## src/verilog/ssc_pkg.sv

```systemverilog
/*
  Shared constants and types of the stepper supervisory control block.
  Assumes a single 100 MHz logic clock.
*/
package ssc_pkg;
  // -----------------------------------------
  // clock and timing
  // -----------------------------------------
  localparam int CLK_HZ = 100000000;
  localparam int CYC_PER_US = CLK_HZ / 1000000;
  localparam int CYC_PER_MS = CLK_HZ / 1000;
  localparam int STROBE_US = 1024;
  localparam int STROBE_CYC = STROBE_US * CYC_PER_US;
  localparam int DEB_US = 32;
  // built from cycles per microsecond, the product with the clock rate overflows an int
  localparam int DEB_CYC = DEB_US * CYC_PER_US;
  localparam int STROBE_ON_CYC = 2 * DEB_CYC;
  localparam int FLOAT_MS = 64;
  localparam int FLOAT_CYC = FLOAT_MS * CYC_PER_MS;
  localparam int PWRUP_MS = 10;
  localparam int PWRUP_CYC = PWRUP_MS * CYC_PER_MS;
  localparam int SLEEP_SLOTS = 25000;
  // -----------------------------------------
  // register map, byte offsets
  // -----------------------------------------
  localparam logic [4:0] REG_CTRL = 5'h00;
  localparam logic [4:0] REG_TARGET = 5'h04;
  localparam logic [4:0] REG_POS = 5'h08;
  localparam logic [4:0] REG_RESP = 5'h0c;
  localparam logic [4:0] REG_STATUS = 5'h10;
  localparam logic [4:0] REG_CONFIG = 5'h14;
  localparam int CTRL_GOTO = 0;
  localparam int CTRL_HALT = 1;
  localparam int CTRL_SLEEP_ALLOW = 2;
  localparam int CTRL_SAFE_EN = 3;
  localparam int CTRL_MICRO = 4;
  localparam int CTRL_SAFE_GO = 5;
  localparam logic [2:0] CTRL_RST = 3'h0;
  localparam logic [15:0] TARGET_RST = 16'h0000;
  localparam logic [21:0] CONFIG_RST = 22'h000000;
  // -----------------------------------------
  // link constants and position range
  // -----------------------------------------
  localparam logic [5:0] SLEEP_FRAME_ID = 6'h3c;
  localparam logic [7:0] SLEEP_FRAME_DATA = 8'h00;
  localparam int HALF_POS_MSB = 12;
  // -----------------------------------------
  // types
  // -----------------------------------------
  typedef enum logic [2:0] {
    STRAP_FLOAT = 3'b001,
    STRAP_LOW = 3'b010,
    STRAP_HIGH = 3'b100
  } ssc_strap_e;
  typedef enum logic [5:0] {
    M_POWERUP = 6'b000001,
    M_IDLE = 6'b000010,
    M_MOVE = 6'b000100,
    M_HALT = 6'b001000,
    M_SLEEP = 6'b010000,
    M_SHUTDOWN = 6'b100000
  } ssc_mode_e;
  typedef struct packed {
    logic [7:0] data1;
    logic [7:0] data2;
    logic [7:0] data3;
    logic [7:0] data4;
    logic [7:0] checksum;
  } ssc_resp_s;
endpackage : ssc_pkg

```

## src/verilog/ssc_top.sv

```systemverilog
/*
  Supervisory control of a bus-slave stepper positioner: strap and switch
  sensing, position bookkeeping, halt, sleep and thermal handling.
  Assumes the frame decoder, ramp generator and comparators are outside,
  and that same-clock inputs come from logic on REF_CLK.
*/

// -----------------------------------------
// synchroniser with stability filter
// -----------------------------------------
module ssc_sync_deb #(
  parameter int DEB = 1
) (
  input wire logic clk,
  input wire logic rst,
  input wire logic async_in,
  output logic level
);
  import ssc_pkg::*;
  logic q1;
  logic q2;
  logic q3;
  logic [11:0] cnt;

  // three-stage synchroniser, first stage only feeds the second
  always_ff @(posedge clk)
  begin
    if (rst)
    begin
      q1 <= 1'b0;
      q2 <= 1'b0;
      q3 <= 1'b0;
    end
    else
    begin
      q1 <= async_in;
      q2 <= q1;
      q3 <= q2;
    end
  end

  // level follows only after DEB agreeing cycles
  always_ff @(posedge clk)
  begin
    if (rst)
    begin
      cnt <= 12'h000;
      level <= 1'b0;
    end
    else if (q2 != q3 || q3 == level)
      cnt <= 12'h000;
    else if (cnt == 12'(DEB - 1))
    begin
      level <= q3;
      cnt <= 12'h000;
    end
    else
      cnt <= cnt + 12'h001;
  end
endmodule : ssc_sync_deb

// -----------------------------------------
// top level
// -----------------------------------------
module ssc_top #(
  parameter int STROBE_PER = ssc_pkg::STROBE_CYC,
  parameter int FLOAT_WAIT = ssc_pkg::FLOAT_CYC,
  parameter int PWRUP_WAIT = ssc_pkg::PWRUP_CYC
) (
  input wire logic REF_CLK,
  input wire logic RST,
  input wire logic [4:0] AVS_ADDRESS,
  input wire logic AVS_READ,
  input wire logic AVS_WRITE,
  input wire logic [31:0] AVS_WRITEDATA,
  output logic [31:0] AVS_READDATA,
  output logic AVS_WAITREQUEST,
  input wire logic STRAP_COMPARATOR_OUT,
  output logic HIGH_SIDE_SENSE_STROBE,
  output logic LOW_SIDE_SENSE_STROBE,
  input wire logic EXTERNAL_SWITCH_CMP,
  input wire logic OVERHEAT_WARN_IN,
  input wire logic OVERHEAT_SHUT_IN,
  input wire logic ELEC_DEFECT_IN,
  input wire logic UNDERVOLT_IN,
  input wire logic STEP_LOSS_IN,
  input wire logic [1:0] TEMP_INFO,
  input wire logic LIN_FRAME_VALID,
  input wire logic [5:0] LIN_FRAME_ID,
  input wire logic [7:0] LIN_DATA0,
  input wire logic LIN_BIT_TICK,
  input wire logic STATUS_QUERY,
  input wire logic READ_POS_CMD,
  input wire logic STEP_PULSE,
  input wire logic MOTION_STOPPED,
  output logic MOTOR_RUN,
  output logic MOTOR_DIR,
  output logic DECEL_REQ,
  output logic BRIDGE_HIZ,
  output logic SLEEP_ACTIVE,
  output ssc_pkg::ssc_resp_s RESP_FRAME
);
  import ssc_pkg::*;

  logic ack;
  logic wr_ok;
  logic [2:0] ctrl;
  logic [15:0] tgt_cmd;
  logic [21:0] cfg;
  logic strap_cmp;
  logic sw_cmp;
  logic warn_s;
  logic shut_s;
  logic shut_d;
  logic [23:0] per_cnt;
  logic strobe_on;
  logic lo_phase;
  logic eval;
  ssc_strap_e strap;
  logic [23:0] float_cnt;
  logic float_fired;
  logic safe_trig;
  logic switch_closed_flag;
  logic [15:0] pos_latched;
  logic [15:0] actual_position;
  logic [15:0] target_position;
  ssc_mode_e mode;
  logic [23:0] pw_cnt;
  logic sleep_pend;
  logic [14:0] slot_cnt;
  logic logic_supply_reset_flag;
  logic lost_steps_flag;
  logic electrical_defect_flag;
  logic undervoltage_stop_flag;
  logic overheat_shutdown_flag;
  logic overheat_warning_flag;
  logic micro;
  logic [6:0] node_addr;
  logic [7:0] flag_byte;
  logic [15:0] diff;
  logic dir_pos;
  logic arrived;
  logic goto_req;
  logic halt_req;
  logic safe_go;
  logic sleep_req;
  logic permit;
  logic query_clr;
  logic [31:0] rd_mux;

  // LIN classic checksum: inverted sum with carry wrap
  function automatic logic [7:0] lin_sum(input logic [31:0] d);
    logic [8:0] s;
    s = 9'h000;
    for (int i = 0; i < 4; i++)
    begin
      s = 9'({1'b0, s[7:0]} + {1'b0, d[8*i+:8]} + {8'h00, s[8]});
    end
    s = 9'({1'b0, s[7:0]} + {8'h00, s[8]});
    return ~s[7:0];
  endfunction : lin_sum

  // wrap to the range of the active stepping mode
  function automatic logic [15:0] wrapm(input logic m, input logic [15:0] x);
    return m ? x : {{3{x[HALF_POS_MSB]}}, x[HALF_POS_MSB:0]};
  endfunction : wrapm

  // -----------------------------------------
  // register bus slave
  // -----------------------------------------
  // one wait cycle per access keeps read data registered
  assign AVS_WAITREQUEST = (AVS_READ | AVS_WRITE) & ~ack;
  assign wr_ok = AVS_WRITE & ack;

  always_ff @(posedge REF_CLK)
  begin
    if (RST)
      ack <= 1'b0;
    else
      ack <= (AVS_READ | AVS_WRITE) & ~ack;
  end

  // stored control, command and config words
  always_ff @(posedge REF_CLK)
  begin
    if (RST)
    begin
      ctrl <= CTRL_RST;
      tgt_cmd <= TARGET_RST;
      cfg <= CONFIG_RST;
    end
    else if (wr_ok)
    begin
      if (AVS_ADDRESS == REG_CTRL)
        ctrl <= AVS_WRITEDATA[CTRL_MICRO:CTRL_SLEEP_ALLOW];
      if (AVS_ADDRESS == REG_TARGET)
        tgt_cmd <= AVS_WRITEDATA[15:0];
      if (AVS_ADDRESS == REG_CONFIG)
        cfg <= AVS_WRITEDATA[21:0];
    end
  end

  // command pulses taken from the accepted control write, safe go also from the float timer trigger
  assign goto_req = wr_ok && AVS_ADDRESS == REG_CTRL && AVS_WRITEDATA[CTRL_GOTO];
  assign halt_req = wr_ok && AVS_ADDRESS == REG_CTRL && AVS_WRITEDATA[CTRL_HALT];
  assign safe_go = safe_trig | (wr_ok && AVS_ADDRESS == REG_CTRL && AVS_WRITEDATA[CTRL_SAFE_GO]);
  assign micro = ctrl[CTRL_MICRO - CTRL_SLEEP_ALLOW];

  // read multiplexer, unmapped offsets read zero
  always_comb
  begin
    case (AVS_ADDRESS)
      REG_CTRL: rd_mux = {27'h0000000, ctrl, 2'b00};
      REG_TARGET: rd_mux = {16'h0000, tgt_cmd};
      REG_POS: rd_mux = {target_position, actual_position};
      REG_RESP: rd_mux = RESP_FRAME[39:8];
      REG_STATUS: rd_mux = {flag_byte, 2'b00, mode, 8'h00, switch_closed_flag, float_fired, 3'b000, strap};
      REG_CONFIG: rd_mux = {10'h000, cfg};
      default: rd_mux = 32'h00000000;
    endcase
  end

  always_ff @(posedge REF_CLK)
  begin
    if (RST)
      AVS_READDATA <= 32'h00000000;
    else if (AVS_READ & ~ack)
      AVS_READDATA <= rd_mux;
  end

  // -----------------------------------------
  // input synchronisers
  // -----------------------------------------
  ssc_sync_deb #(.DEB(DEB_CYC)) u_strap (
    .clk(REF_CLK), .rst(RST), .async_in(STRAP_COMPARATOR_OUT), .level(strap_cmp)
  );
  ssc_sync_deb #(.DEB(DEB_CYC)) u_switch (
    .clk(REF_CLK), .rst(RST), .async_in(EXTERNAL_SWITCH_CMP), .level(sw_cmp)
  );
  ssc_sync_deb #(.DEB(1)) u_warn (
    .clk(REF_CLK), .rst(RST), .async_in(OVERHEAT_WARN_IN), .level(warn_s)
  );
  ssc_sync_deb #(.DEB(1)) u_shut (
    .clk(REF_CLK), .rst(RST), .async_in(OVERHEAT_SHUT_IN), .level(shut_s)
  );

  // -----------------------------------------
  // strobe sequencer
  // -----------------------------------------
  // strobe held twice the filter time so the filter settles inside it
  always_ff @(posedge REF_CLK)
  begin
    if (RST)
    begin
      per_cnt <= 24'h000000;
      strobe_on <= 1'b0;
      lo_phase <= 1'b1;
    end
    else
    begin
      strobe_on <= per_cnt < 24'(STROBE_ON_CYC);
      if (per_cnt == 24'(STROBE_PER - 1))
      begin
        per_cnt <= 24'h000000;
        lo_phase <= ~lo_phase;
      end
      else
        per_cnt <= per_cnt + 24'h000001;
    end
  end

  assign eval = per_cnt == 24'(STROBE_ON_CYC);
  assign HIGH_SIDE_SENSE_STROBE = strobe_on & ~lo_phase;
  assign LOW_SIDE_SENSE_STROBE = strobe_on & lo_phase;

  // -----------------------------------------
  // strap state machine
  // -----------------------------------------
  always_ff @(posedge REF_CLK)
  begin
    if (RST)
      strap <= STRAP_FLOAT;
    else if (eval)
    begin
      case (strap)
        STRAP_FLOAT: strap <= strap_cmp ? (lo_phase ? STRAP_HIGH : STRAP_LOW) : STRAP_FLOAT;
        STRAP_LOW:
          if (lo_phase)
            strap <= strap_cmp ? STRAP_HIGH : STRAP_LOW;
          else
            strap <= strap_cmp ? STRAP_LOW : STRAP_FLOAT;
        STRAP_HIGH:
          if (lo_phase)
            strap <= strap_cmp ? STRAP_HIGH : STRAP_FLOAT;
          else
            strap <= strap_cmp ? STRAP_LOW : STRAP_HIGH;
        default: strap <= STRAP_FLOAT;
      endcase
    end
  end

  // float indication kept apart from the address bit
  assign node_addr = {cfg[21:16], strap == STRAP_HIGH};

  // float persistence timer, one trigger per float episode
  always_ff @(posedge REF_CLK)
  begin
    if (RST)
    begin
      float_cnt <= 24'h000000;
      float_fired <= 1'b0;
      safe_trig <= 1'b0;
    end
    else
    begin
      safe_trig <= 1'b0;
      if (strap != STRAP_FLOAT)
      begin
        float_cnt <= 24'h000000;
        float_fired <= 1'b0;
      end
      else if (!float_fired)
      begin
        if (float_cnt == 24'(FLOAT_WAIT - 1))
        begin
          float_fired <= 1'b1;
          safe_trig <= 1'b1;
        end
        else
          float_cnt <= float_cnt + 24'h000001;
      end
    end
  end

  // -----------------------------------------
  // switch and position snapshot
  // -----------------------------------------
  always_ff @(posedge REF_CLK)
  begin
    if (RST)
    begin
      switch_closed_flag <= 1'b0;
      pos_latched <= 16'h0000;
    end
    else if (eval)
    begin
      switch_closed_flag <= sw_cmp;
      pos_latched <= actual_position;
    end
  end

  // -----------------------------------------
  // position and direction
  // -----------------------------------------
  // shortest path falls out of the wrapped difference sign
  assign diff = wrapm(micro, 16'(target_position - actual_position));
  assign dir_pos = ~diff[15];
  assign arrived = diff == 16'h0000;

  always_ff @(posedge REF_CLK)
  begin
    if (RST)
      actual_position <= 16'h0000;
    else if (STEP_PULSE && (mode == M_MOVE || mode == M_HALT))
      actual_position <= wrapm(micro, MOTOR_DIR ? 16'(actual_position + 16'h0001)
                                            : 16'(actual_position - 16'h0001));
  end

  assign permit = ~overheat_shutdown_flag & ~electrical_defect_flag;

  // target follows commands, safe position and halt completion
  always_ff @(posedge REF_CLK)
  begin
    if (RST)
      target_position <= 16'h0000;
    else if (mode == M_HALT && MOTION_STOPPED)
      target_position <= actual_position;
    else if (mode == M_IDLE || mode == M_MOVE)
    begin
      if ((safe_go && permit) || (mode == M_MOVE && sleep_req && ctrl[CTRL_SAFE_EN - CTRL_SLEEP_ALLOW]))
        target_position <= wrapm(micro, cfg[15:0]);
      else if (goto_req && permit && !sleep_pend)
        target_position <= wrapm(micro, tgt_cmd);
    end
  end

  // -----------------------------------------
  // sleep requests
  // -----------------------------------------
  always_ff @(posedge REF_CLK)
  begin
    if (RST)
      slot_cnt <= 15'h0000;
    else if (LIN_FRAME_VALID || mode == M_SLEEP)
      slot_cnt <= 15'h0000;
    else if (LIN_BIT_TICK && slot_cnt != 15'(SLEEP_SLOTS))
      slot_cnt <= slot_cnt + 15'h0001;
  end

  // silence must exceed the slot count, hence one extra tick
  assign sleep_req = ctrl[0] && ((LIN_FRAME_VALID && LIN_FRAME_ID == SLEEP_FRAME_ID
                     && LIN_DATA0 == SLEEP_FRAME_DATA)
                     || (LIN_BIT_TICK && slot_cnt == 15'(SLEEP_SLOTS)));

  // -----------------------------------------
  // operating mode
  // -----------------------------------------
  always_ff @(posedge REF_CLK)
  begin
    if (RST)
    begin
      mode <= M_POWERUP;
      pw_cnt <= 24'h000000;
      sleep_pend <= 1'b0;
    end
    else
    begin
      case (mode)
        M_POWERUP:
          if (pw_cnt == 24'(PWRUP_WAIT - 1))
            mode <= M_IDLE;
          else
            pw_cnt <= pw_cnt + 24'h000001;
        M_IDLE:
          if (overheat_shutdown_flag)
            mode <= M_SHUTDOWN;
          else if (sleep_req)
            mode <= M_SLEEP;
          else if ((goto_req || safe_go) && permit)
            mode <= M_MOVE;
        M_MOVE:
          if (shut_s && !shut_d || overheat_shutdown_flag || halt_req)
            mode <= M_HALT;
          else if (sleep_req && !ctrl[CTRL_SAFE_EN - CTRL_SLEEP_ALLOW])
          begin
            mode <= M_HALT;
            sleep_pend <= 1'b1;
          end
          else if (sleep_req)
            sleep_pend <= 1'b1;
          else if (arrived)
          begin
            mode <= sleep_pend ? M_SLEEP : M_IDLE;
            sleep_pend <= 1'b0;
          end
        M_HALT:
          if (MOTION_STOPPED)
          begin
            mode <= overheat_shutdown_flag ? M_SHUTDOWN : (sleep_pend ? M_SLEEP : M_IDLE);
            sleep_pend <= 1'b0;
          end
        M_SLEEP:
          if (LIN_FRAME_VALID)
            mode <= M_IDLE;
        M_SHUTDOWN:
          if (!overheat_shutdown_flag)
            mode <= M_IDLE;
        default: mode <= M_POWERUP;
      endcase
    end
  end

  // registered motor and power outputs
  always_ff @(posedge REF_CLK)
  begin
    if (RST)
    begin
      MOTOR_RUN <= 1'b0;
      MOTOR_DIR <= 1'b1;
      DECEL_REQ <= 1'b0;
      BRIDGE_HIZ <= 1'b1;
      SLEEP_ACTIVE <= 1'b0;
    end
    else
    begin
      MOTOR_RUN <= mode == M_MOVE && !arrived;
      if (mode == M_MOVE)
        MOTOR_DIR <= dir_pos;
      DECEL_REQ <= mode == M_HALT;
      BRIDGE_HIZ <= mode == M_POWERUP || mode == M_SLEEP || mode == M_SHUTDOWN;
      SLEEP_ACTIVE <= mode == M_SLEEP;
    end
  end

  // -----------------------------------------
  // status flags
  // -----------------------------------------
  // set always beats a same-cycle query clear
  assign query_clr = STATUS_QUERY & ~warn_s;

  always_ff @(posedge REF_CLK)
  begin
    if (RST)
    begin
      logic_supply_reset_flag <= 1'b1;
      lost_steps_flag <= 1'b0;
      electrical_defect_flag <= 1'b0;
      undervoltage_stop_flag <= 1'b0;
      overheat_shutdown_flag <= 1'b0;
      overheat_warning_flag <= 1'b0;
      shut_d <= 1'b0;
    end
    else
    begin
      shut_d <= shut_s;
      logic_supply_reset_flag <= logic_supply_reset_flag & ~STATUS_QUERY;
      lost_steps_flag <= STEP_LOSS_IN | (lost_steps_flag & ~STATUS_QUERY);
      electrical_defect_flag <= ELEC_DEFECT_IN | (electrical_defect_flag & ~STATUS_QUERY);
      undervoltage_stop_flag <= UNDERVOLT_IN | (undervoltage_stop_flag & ~STATUS_QUERY);
      overheat_shutdown_flag <= shut_s | (overheat_shutdown_flag & ~query_clr);
      overheat_warning_flag <= warn_s | (overheat_warning_flag & ~query_clr);
    end
  end

  assign flag_byte = {logic_supply_reset_flag, lost_steps_flag, electrical_defect_flag,
                      undervoltage_stop_flag, overheat_shutdown_flag, overheat_warning_flag,
                      TEMP_INFO};

  // -----------------------------------------
  // read-position response
  // -----------------------------------------
  always_ff @(posedge REF_CLK)
  begin
    if (RST)
      RESP_FRAME <= '0;
    else if (READ_POS_CMD)
    begin
      RESP_FRAME.data1 <= {switch_closed_flag, node_addr};
      RESP_FRAME.data2 <= pos_latched[15:8];
      RESP_FRAME.data3 <= pos_latched[7:0];
      RESP_FRAME.data4 <= flag_byte;
      RESP_FRAME.checksum <= lin_sum({flag_byte, pos_latched[7:0], pos_latched[15:8],
                                      switch_closed_flag, node_addr});
    end
  end
endmodule : ssc_top
```

## config.mk

```make
export PLATFORM = sky130hd
export DESIGN_NAME = ssc_top
export DESIGN_NICKNAME = d
export VERILOG_FILES = /design/src/verilog/ssc_pkg.sv /design/src/verilog/ssc_top.sv
export SDC_FILE = /design/constraint.sdc
export NUM_CORES = 1
export LEC_CHECK = 0
export BUFFER_PORTS_ARGS = -buffer_cell sky130_fd_sc_hd__buf_2
export CAP_MARGIN = 0
export CORE_ASPECT_RATIO = 2
export CORE_MARGIN = 1.5
export CORE_UTILIZATION = 50
export CTS_CLUSTER_DIAMETER = 200
export CTS_CLUSTER_SIZE = 14
export DETAILED_ROUTE_END_ITERATION = 16
export PLACE_DENSITY_LB_ADDON = 0.12
export SYNTH_ARGS = -nofsm -noshare
export SYNTH_HDL_FRONTEND = slang
export SYNTH_SLANG_ARGS = --single-unit
```

## constraint.sdc

```tcl
create_clock -name REF_CLK -period 8.1 [get_ports REF_CLK]
set_input_delay 0.81 -clock REF_CLK [delete_from_list [all_inputs] [get_ports REF_CLK]]
set_output_delay 0.81 -clock REF_CLK [all_outputs]
set_load 0.02 [all_outputs]
```

==> results of run 1 <==
## cell families after synthesis
kind of cell | Yosys count | share of synthesized area (%)
XOR/XNOR | 156 | 8.12
AO/OA/AOI/OAI | 378 | 14.8
adder cells (fa/ha/maj) | 75 | 5.85
flip-flops | 340 | 40.5
buffers and inverters | 154 | 3.53
AND/OR/NAND/NOR | 830 | 22.7
multiplexers | 77 | 4.58
## per-stage QoR
step | setup slack, ps | cells | instance area, sq um
after floorplan | 1840 | 2010 | 16800
after global placement | 1240 | 2508 | 17900
after detailed placement | 1150 | 2508 | 17900
after CTS | 1130 | 2538 | 18600
after global routing | 411 | 2538 | 18600
final | 1090 | 2538 | 18600
## state kept, by name, indices dropped and copies added, names as in the netlist, 22 cells and up
register and cells:
RESP_FRAME 40, AVS_READDATA 32, float_cnt 24, per_cnt 24
pw_cnt 24, cfg 22
## per-layer routing
| metal | vias to the layer above | global-route usage [%] |
|---|---|---|
| met5 | - | 0 |
| met4 | 0 | 21.7 |
| met3 | 164 | 4.59 |
| met2 | 459 | 52.8 |
| met1 | 7011 | 29.0 |
| li1 | 7155 | - |
## synthesized netlist by cell type, drive strengths merged (3+ instances only)
library cell / number / area [sq um]
o22ai: 5 / 45.0
nand2b: 20 / 125
a221oi: 13 / 176
o21a: 9 / 67.6
and3: 44 / 275
nor3: 37 / 185
a21o: 14 / 105
dfxtp: 340 / 6810
nand4bb: 3 / 33.8
or2: 5 / 31.3
nor2: 340 / 1280
ha: 69 / 863
and2: 12 / 77.6
a22oi: 44 / 330
o211ai: 4 / 30.0
and4: 5 / 43.8
mux2i: 77 / 771
a41oi: 3 / 45.1
clkbuf: 83 / 312
o21bai: 9 / 67.6
o21ai: 46 / 230
a211oi: 11 / 82.6
fa: 6 / 120
nand4: 26 / 163
a31oi: 8 / 50.1
xor2: 73 / 639
nor4b: 9 / 78.8
or3: 20 / 125
o211a: 3 / 30.0
a211o: 4 / 35.0
buf: 9 / 48.8
nand3: 71 / 355
nor2b: 19 / 126
xnor2: 83 / 727
nand2: 193 / 724
a21oi: 169 / 846
o31ai: 3 / 22.5
nor4: 16 / 100
a222oi: 14 / 140
inv: 62 / 233
## path summary, 6_finish.rpt
| check | to | slack (ps) | depth (start not counted) |
|---|---|---|---|
| hold / removal | u_warn.q2 | 440 | 1 |
| setup / recovery | RESP_FRAME[4] | 1090 | 37 |
| hold reg to reg | u_warn.q2 | 440 | 1 |
| setup reg to reg | RESP_FRAME[4] | 1090 | 37 |
## power by group
| part | internal [W] | switching (W) | total (W) |
|---|---|---|---|
| Combinational | 0.000104 | 0.000182 | 0.000286 |
| Sequential | 0.00170 | 0.0000388 | 0.00174 |
| Clock | 0.000629 | 0.000603 | 0.00123 |
| Total | 0.00243 | 0.000823 | 0.00326 |
## worst reg2reg max path, delay by kind of cell (launching register included)
kind            cells  cell delay (ps)
compound gates     13             2170
xor+xnor            1              120
fa+ha+maj           8             2680
flops               1              370
mux                 1              140
simple gates       14             1390
## final cells by class
type                            instances  area, sq um  area share (%)
Timing Repair Buffer                  158          845            4.54
Multi-Input combinational cell       1516         9450            50.8
Sequential cell                       340         6810            36.6
Clock inverter                          1         11.3          0.0605
Inverter                               62          233            1.25
Clock buffer                           29          726            3.90
Tap cell                              432          541            2.90
==> summary.md, run 1 <==
| Metric | Value |
|---|---|
| Top Metal Used | `met4` |
| Post-synth ARST share | `0%` |
| Top_reg_cell synth | `dfxtp_1` |
| CP startpoint | `strap[2]` |
| Number of synthesized flops with an enable pin | `0` |
| Hold WS | `437 ps` |
| Initial antenna violation count | `0` |
| Clk_lat worst skew | `590 ps` |
| RSZ-0062 raised after global routing | `no` |
| Most common cell after layout, fill and taps aside | `dfxtp_1` |
| Routability Congestion | `0.963` |
| Root Buffer | `clkbuf_16` |
| Most frequent cells in the layout | `dfxtp_1, nor2_1, nand2_1, a21oi_1, buf_2` |
| CTS tree | `done` |
| Reg2reg start | `strap[2]` |
| Fmax | `143 MHz` |
| Buffers from clock root to sink, at most | `3` |
| First-pass GRT wire length | `79300 microns` |
| Final Cycle Share | `86.5%` |
| Worst hold path type | `reg2reg` |
| Crit Path Max Fanout | `7` |
| Slowest cell on crit path | `fa_1` |
| 1st-pass router iterations | `5` |
| Metal2 WL | `25600 microns` |
| Max-cap violations | `0` |
| CP Launch Type | `flop` |
| Area delta synth->final | `10.6%` |
| Tot Pwr | `0.00326 W` |
| Routed len/inst | `19.9 microns` |
| Synth Cell Area | `0.0168 sq mm` |
| Drt total wl | `50600 microns` |
| CP top delay family | `adder cells` |
| Sum of buffers and inverters on the critical path | `0` |
| ANT nets after route | `0` |
| Post-CTS repair timing setup buffer count | `0` |
| GR Overflow Total | `0` |
| Met3 wire len | `2810 microns` |
| Setup TNS | `0 ps` |
| Post-Route M1 WL | `17700 microns` |
| Avg Cell Area, Syn | `8.37 sq um` |
| CTS H-tree lvls | `1` |
| Slew headroom | `27.8%` |
| Row count | `94` |
| IO Count | `150` |
| Clock transition at path regs | `70 ps` |
| Die X | `133 microns` |
| Port bufs | `139` |
| Crit Path Class | `reg2reg` |
| Syn. warnings | `0` |
| Initial Util | `50.9%` |
| CP endpoint kind | `flop` |
| Vias in the first global route | `14.6k` |
| CTS Buf Count | `28` |
| Layout cells sized above 1 | `10.4%` |
| Chip Height | `262 microns` |
| #FFs+latches synth | `340` |
| Core Box Area | `0.0330 sq mm` |
| CP max stage delay | `410 ps` |
| Post-Synthesis Cells | `2010` |
| WP data required | `8530 ps` |
| Final hold vios | `0` |
| Hold path start | `u_warn.q1` |
| Hold Buf Count CTS | `0` |
| Yosys cell types | `69` |
| Setup violators final | `0` |
| Post-CTS sizing | `0` |
| DRC Markers | `0` |
| DR iter-0 viols | `1010` |
| Sequential share of the synthesized area | `40.5%` |
| Full die area | `0.0348 sq mm` |
| Syn Nets | `2155` |
| Power density over the cells | `175 mW/mm^2` |
| DR vias/cell | `5.83` |
| Nets | `2251` |
| Status | `finished, final reports clean` |
| DP Wirelength | `37900 microns` |
| CTS Sinks | `340` |
| Overall Global Routing Usage | `28.9%` |
| Worst Path Arrival | `7440 ps` |
| Largest net degree at the start of global routing | `101` |
| Number of diodes | `0` |
| Fillers | `3085` |
| Maximum vdd drop | `0.000151 V` |
| Leak Pwr | `7.32 nW` |
| Final Util | `56.3%` |
| DR vias | `14.8k` |
| Tightest Pin Transition | `1080 ps` |
| Clk_skew | `37.3 ps` |
| Max-slew violations | `0` |
| Min cycle time layout | `7010 ps` |
No activity file was read; power rests on OpenSTA's default activity.
==> inputs of run 2 (changes only) <==
--- a/config.mk
+++ b/config.mk
@@ -13,7 +13,8 @@
 export CTS_CLUSTER_DIAMETER = 200
 export CTS_CLUSTER_SIZE = 14
 export DETAILED_ROUTE_END_ITERATION = 16
-export PLACE_DENSITY_LB_ADDON = 0.12
+export PLACE_DENSITY = 0.69
 export SYNTH_ARGS = -nofsm -noshare
 export SYNTH_HDL_FRONTEND = slang
+export SYNTH_HIERARCHICAL = 1
 export SYNTH_SLANG_ARGS = --single-unit
==> run 2 against run 1 <==
Wire length down 1.2%. Via count shrank 0.28%. Sequential share of layout area fell by 0.51 points. Synthesized cell count down 1.8%. Global-route usage shrank 0.95 points. Final area increased by 1.4%. Largest power group unchanged.
==> summary.md, run 2 <==
| Metric | Value |
|---|---|
| Status | `finished, final reports clean (unchanged)` |
| Setup violators final | `0 (unchanged)` |
| Tightest Pin Transition | `1190 ps (was 1080 ps)` |
| DRC Markers | `0 (unchanged)` |
| DR iter-0 viols | `823 (was 1010)` |
| Drt total wl | `50000 microns (was 50600 microns)` |
| Synth Cell Area | `0.0171 sq mm (was 0.0168 sq mm)` |
| Yosys cell types | `94 (was 69)` |
| Number of diodes | `0 (unchanged)` |
| Final worst slack | `971 ps (was 1090 ps)` |
| Chip Height | `265 microns (was 262 microns)` |
| CP startpoint | `strap[2] (unchanged)` |
| Syn. warnings | `6 (was 0)` |
| Final Cycle Share | `88.0% (was 86.5%)` |
| ANT nets after route | `0 (unchanged)` |
| R2r endpoint | `RESP_FRAME[7] (was RESP_FRAME[4])` |
| DP Wirelength | `37500 microns (was 37900 microns)` |
| Power density over the cells | `162 mW/mm^2 (was 175 mW/mm^2)` |
| Clk_lat worst skew | `560 ps (was 590 ps)` |
| Final hold vios | `0 (unchanged)` |
| Routed len/inst | `19.9 microns (about the same)` |
| Buffers from clock root to sink, at most | `3 (unchanged)` |
| Avg Cell Area, Syn | `8.69 sq um (was 8.37 sq um)` |
| Clock transition at path regs | `70 ps (about the same)` |
| Vias in the first global route | `14.3k (was 14.6k)` |
| Biggest register | `RESP_FRAME (unchanged)` |
| Post-Layout Cell Count | `2508 (was 2538)` |
| Slowest cell on crit path | `fa_1 (unchanged)` |
| Core Box Area | `0.0336 sq mm (was 0.0330 sq mm)` |
| Worst R2R Setup Slack | `970 ps (was 1090 ps)` |
| Post-route cell area | `0.0189 sq mm (was 0.0186 sq mm)` |
| Max reg flops | `40 (unchanged)` |
| DR vias | `14.7k (was 14.8k)` |
| Fmax | `140 MHz (was 143 MHz)` |
| Post-CTS sizing | `0 (unchanged)` |
| First-pass GRT wire length | `77200 microns (was 79300 microns)` |
| Largest regs | `RESP_FRAME (40), AVS_READDATA (32) (unchanged)` |
| Die X | `134 microns (was 133 microns)` |
| Top cell type by total area after synthesis | `dfxtp_1 (unchanged)` |
| Initial antenna violation count | `0 (unchanged)` |
| 1st-pass router iterations | `5 (unchanged)` |
| Slew headroom | `20.2% (was 27.8%)` |
| Worst Path Arrival | `7620 ps (was 7440 ps)` |
| Most frequent cells in the layout | `dfxtp_1, nor2_1, nand2_1, buf_2, mux2i_1 (was dfxtp_1, nor2_1, nand2_1, a21oi_1, buf_2)` |
| Worst hold path type | `reg2reg (unchanged)` |
| Area after DPL | `0.0181 sq mm (was 0.0179 sq mm)` |
| Crit Path Max Fanout | `7 (unchanged)` |
| CTS H-tree lvls | `1 (unchanged)` |
| Setup TNS | `0 ps (unchanged)` |
| Full die area | `0.0355 sq mm (was 0.0348 sq mm)` |
| IO Count | `150 (unchanged)` |
| DP Worst Slack | `1050 ps (was 1150 ps)` |
| Min cycle time layout | `7130 ps (was 7010 ps)` |
| #FFs+latches synth | `340 (unchanged)` |
| Routability Congestion | `1.00 (was 0.963)` |
| Final Util | `56.1% (was 56.3%)` |
| Sequential share of the synthesized area | `39.7% (was 40.5%)` |
| Most common cell after layout, fill and taps aside | `dfxtp_1 (unchanged)` |
| Nets | `2217 (was 2251)` |
| Reg2reg start | `strap[2] (unchanged)` |
| Row count | `95 (was 94)` |
| CP endpoint kind | `flop (unchanged)` |
| CTS Sinks | `340 (unchanged)` |
| CTS tree | `done (unchanged)` |
| Post-Synthesis Cells | `1973 (was 2010)` |
| Placed Instances | `2478 (was 2508)` |
| Leak Pwr | `7.51 nW (was 7.32 nW)` |
| Most common cell in the netlist | `dfxtp_1` |
| Max-slew violations | `0 (unchanged)` |
| Yosys top cell area share | `39.7% (was 40.5%)` |
| Clk_skew | `12.4 ps (was 37.3 ps)` |
| Crit Path Class | `reg2reg (unchanged)` |
| Area delta synth->final | `10.1% (was 10.6%)` |
| Synth area leaders | `dfxtp_1, mux2i_1, nor2_1 (was dfxtp_1, nor2_1, ha_1)` |
| Largest net degree at the start of global routing | `101 (unchanged)` |
| Port bufs | `139 (unchanged)` |
| Synth cell count leaders | `dfxtp_1, nor2_1, nand2_1 (unchanged)` |
| Post-CTS repair timing setup buffer count | `0 (unchanged)` |
| Hold Buf Count CTS | `0 (unchanged)` |
| Top_reg_cell synth | `dfxtp_1 (unchanged)` |
| Syn Nets | `2118 (was 2155)` |
| WP data required | `8600 ps (was 8530 ps)` |
| Layout cells sized above 1 | `11.4% (was 10.4%)` |
| DR vias/cell | `5.88 (was 5.83)` |
| Setup crit end | `RESP_FRAME[7] (was RESP_FRAME[4])` |
| Maximum vdd drop | `0.000171 V (was 0.000151 V)` |
| RSZ-0062 raised after global routing | `no (unchanged)` |
| Number of synthesized flops with an enable pin | `0 (unchanged)` |
| CTS Buf Count | `28 (unchanged)` |
| Overall Global Routing Usage | `27.9% (was 28.9%)` |
| Root Buffer | `clkbuf_16 (unchanged)` |
| GR Overflow Total | `0 (unchanged)` |
| Critical path's most frequent cell | `a21oi_1` |
| Post-synth ARST share | `0% (unchanged)` |
| Max-cap violations | `0 (unchanged)` |
| CP max stage delay | `420 ps (was 410 ps)` |
| Initial Util | `50.9% (about the same)` |
| CP Launch Type | `flop (unchanged)` |
| R2R cell count | `37 (unchanged)` |
run 2: changes by cell type after synthesis, moves of 14 or more:
cell,before,now
a21oi_1,169,102
a222oi_1,14,0
and3_1,44,26
clkbuf_1,83,62
mux2i_1,77,125
nor2_1,340,269
o21ai_0,45,78
xnor2_1,83,58
run 2: cell families (layout without fill, tap and decap cells):
group	after synthesis	in the layout	share of synthesized area, %
fa+ha+maj	75	75	5.74
buf+inv	152	251	3.72
xor+xnor	139	139	7.10
simple gates	769	769	22.1
mux	126	126	7.37
compound gates	372	372	14.2
flops	340	340	39.7
run 2: worst min-delay path by stage:
| stage | startpoint | slack [ps] | cells after the start | to |
|---|---|---|---|---|
| global route | u_strap/cnt[0] | 450 | 1 | u_strap/cnt[0] |
| floorplan | u_strap/cnt[0] | 410 | 1 | u_strap/cnt[0] |
| CTS | u_switch/cnt[0] | 440 | 1 | u_switch/cnt[0] |
| global placement | u_switch/q1 | 420 | 1 | u_switch/q2 |
| detailed placement | u_switch/q1 | 430 | 1 | u_switch/q2 |
| finish | u_strap/cnt[0] | 430 | 1 | u_strap/cnt[0] |
run 2: routing by layer:
metal	global-route usage [%]	vias to the layer above	part of all wire [%]
li1	-	7132	-
met1	27.9	7021	35
met2	51.5	430	52
met3	3.21	164	4.3
met4	22.1	0	9.0
met5	0	-	0
run 2: through the flow:
stage | hold WS, ps | total power (W)
global route | 453 | 0.00316
CTS | 439 | 0.00308
global placement | 418 | 0.00186
floorplan | 411 | 0.00181
finish | 434 | 0.00305
detailed placement | 425 | 0.00187
run 2: critical path, delay by kind of cell (launching register included):
kind	cells	cell delay (ps)
buffers and inverters	1	160
xor gates and xnor gates	2	330
DFF	1	370
and+or+nand+nor	13	1480
adders and majority gates	7	2520
AOI/OAI and AO/OA	13	2120
muxes	1	90
run 2: area by class of cell:
cell class / count / area (sq um)
fill: 3125 / 14800
timing repair buffer: 156 / 830
multi-input combinational: 1481 / 9710
clock buffer: 29 / 726
clock inverter: 1 / 11.3
inverter: 65 / 244
tap: 436 / 546
sequential: 340 / 6810
run 2: power breakdown:
part	internal [W]	switching, W	total (W)
Clock	0.000630	0.000596	0.00123
Sequential	0.00169	0.0000156	0.00170
Combinational	0.0000440	0.0000832	0.000127
Total	0.00236	0.000695	0.00305
==> inputs of run 3 (changes only) <==
--- a/config.mk
+++ b/config.mk
@@ -14,6 +14,7 @@
 export CTS_CLUSTER_SIZE = 14
 export DETAILED_ROUTE_END_ITERATION = 16
 export PLACE_DENSITY = 0.69
+export REMOVE_ABC_BUFFERS = 1
 export SYNTH_ARGS = -nofsm -noshare
 export SYNTH_HDL_FRONTEND = slang
 export SYNTH_HIERARCHICAL = 1
==> run 3 against run 2 <==
Maximum frequency up 1.7%. Non-clock buffer count is 3 higher. First-iteration DRC count increased by 0.73%. Sequential power about the same.
==> summary.md, run 3 (synthesized netlist as in run 2, its figures left out) <==
| Metric | Value |
|---|---|
| Overall Global Routing Usage | `27.8% (was 27.9%)` |
| Max-cap violations | `0 (unchanged)` |
| Setup TNS | `0 ps (unchanged)` |
| DP Wirelength | `36100 microns (was 37500 microns)` |
| Buffers from clock root to sink, at most | `3 (unchanged)` |
| CP Launch Type | `flop (unchanged)` |
| Min cycle time layout | `7010 ps (was 7130 ps)` |
| Slew headroom | `16.1% (was 20.2%)` |
| Core Box Area | `0.0336 sq mm (unchanged)` |
| Layout cells sized above 1 | `11.6% (was 11.4%)` |
| Nets | `2220 (was 2217)` |
| Most common cell after layout, fill and taps aside | `dfxtp_1 (unchanged)` |
| Full die area | `0.0355 sq mm (unchanged)` |
| Leak Pwr | `7.53 nW (was 7.51 nW)` |
| Worst hold path type | `reg2reg (unchanged)` |
| Drt total wl | `49300 microns (was 50000 microns)` |
| DR vias/cell | `5.83 (was 5.88)` |
| ANT nets after route | `0 (unchanged)` |
| Final hold vios | `0 (unchanged)` |
| DR iter-0 viols | `829 (was 823)` |
| 1st-pass router iterations | `5 (unchanged)` |
| Post-CTS repair timing setup buffer count | `0 (unchanged)` |
| Most frequent cells in the layout | `dfxtp_1, nor2_1, nand2_1, buf_2, mux2i_1 (unchanged)` |
| Worst Path Arrival | `7460 ps (was 7620 ps)` |
| CTS Buf Count | `28 (unchanged)` |
| Crit Path Max Fanout | `7 (unchanged)` |
| GR Overflow Total | `0 (unchanged)` |
| Post-Layout Cell Count | `2512 (was 2508)` |
| CTS H-tree lvls | `1 (unchanged)` |
| Port bufs | `139 (unchanged)` |
| CP max stage delay | `420 ps (about the same)` |
| Post-CTS sizing | `0 (unchanged)` |
| Hold WS | `441 ps (was 434 ps)` |
| Tightest Pin Transition | `1250 ps (was 1190 ps)` |
| Initial Util | `50.9% (unchanged)` |
| Row count | `95 (unchanged)` |
| Clock transition at path regs | `70 ps (about the same)` |
| Routed len/inst | `19.6 microns (was 19.9 microns)` |
| WP data required | `8550 ps (was 8600 ps)` |
| Critical path's most frequent cell | `a21oi_1 (unchanged)` |
| RSZ-0062 raised after global routing | `no (unchanged)` |
| Largest net degree at the start of global routing | `81 (was 101)` |
| Power density over the cells | `162 mW/mm^2 (about the same)` |
| First-pass GRT wire length | `77500 microns (was 77200 microns)` |
| Final Cycle Share | `86.6% (was 88.0%)` |
| IO Count | `150 (unchanged)` |
| Setup violators final | `0 (unchanged)` |
| Root Buffer | `clkbuf_16 (unchanged)` |
| DRC Markers | `0 (unchanged)` |
| Worst R2R Setup Slack | `1090 ps (was 970 ps)` |
| Hold Buf Count CTS | `0 (unchanged)` |
| Maximum vdd drop | `0.000163 V (was 0.000171 V)` |
| Largest regs | `RESP_FRAME (40), AVS_READDATA (32) (unchanged)` |
| Die X | `134 microns (unchanged)` |
| Clk_lat worst skew | `580 ps (was 560 ps)` |
| Crit Path Class | `reg2reg (unchanged)` |
| CP endpoint kind | `flop (unchanged)` |
| Initial antenna violation count | `5 (was 0)` |
| Area delta synth->final | `10.3% (was 10.1%)` |
| Clk_skew | `24.5 ps (was 12.4 ps)` |
| DR vias | `14.6k (was 14.7k)` |
| Biggest register | `RESP_FRAME (unchanged)` |
| Final Util | `56.2% (was 56.1%)` |
| Status | `finished, final reports clean (unchanged)` |
| Fmax | `143 MHz (was 140 MHz)` |
| Chip Height | `265 microns (unchanged)` |
| Slowest cell on crit path | `fa_1 (unchanged)` |
| Vias in the first global route | `14.7k (was 14.3k)` |
| Tot Pwr | `0.00307 W (was 0.00305 W)` |
| Max-slew violations | `0 (unchanged)` |
| Placed Instances | `2481 (was 2478)` |
| Routability Congestion | `0.965 (was 1.00)` |
| Max reg flops | `40 (unchanged)` |
| CTS Sinks | `340 (unchanged)` |
| CTS tree | `done (unchanged)` |
## run 3: final timing paths
| kind | start | end | depth (start not counted) |
|---|---|---|---|
| max reg2reg | strap[2] | RESP_FRAME[7] | 37 |
| min reg2reg | u_switch/cnt[0] | u_switch/cnt[0] | 1 |
| max | strap[2] | RESP_FRAME[7] | 37 |
| min | u_switch/cnt[0] | u_switch/cnt[0] | 1 |
## run 3: cell type report
cell class,instances,area (sq um)
Fill cell,3093,14700
Multi-Input combinational cell,1481,9720
Sequential cell,340,6810
Timing Repair Buffer,159,852
Clock buffer,29,726
Tap cell,436,546
Inverter,65,244
Clock inverter,1,11.3
Antenna cell,1,2.50
## run 3: through the flow
| step | cell area (sq um) | worst slack [ps] |
|---|---|---|
| 2_1_floorplan | 16700 | 1870 |
| 3_3_place_gp | 18200 | 1250 |
| 3_5_place_dp | 18200 | 1150 |
| 4_1_cts | 18900 | 1110 |
| 5_1_grt | 18900 | 582 |
| 6_report | 18900 | 1090 |
## run 3: critical path, delay by kind of cell, from the launching register on
family | cells | cell delay, ps
compound gates | 13 | 2120
mux | 1 | 130
buf+inv | 1 | 160
flops | 1 | 370
simple gates | 13 | 1360
fa+ha+maj | 7 | 2480
xor+xnor | 2 | 280
## run 3: routing by layer
layer	track usage [%]	vias to the layer above	share of wire (%)
li1	-	7124	-
met1	26.6	6964	35
met2	52.3	376	53
met3	3.84	174	4.2
met4	21.2	8	8.5
met5	0	-	0.12
## run 3: power breakdown
part | switching (W) | internal [W]
clock network | 0.000602 | 0.000630
logic | 0.0000901 | 0.0000451
registers | 0.0000145 | 0.00169
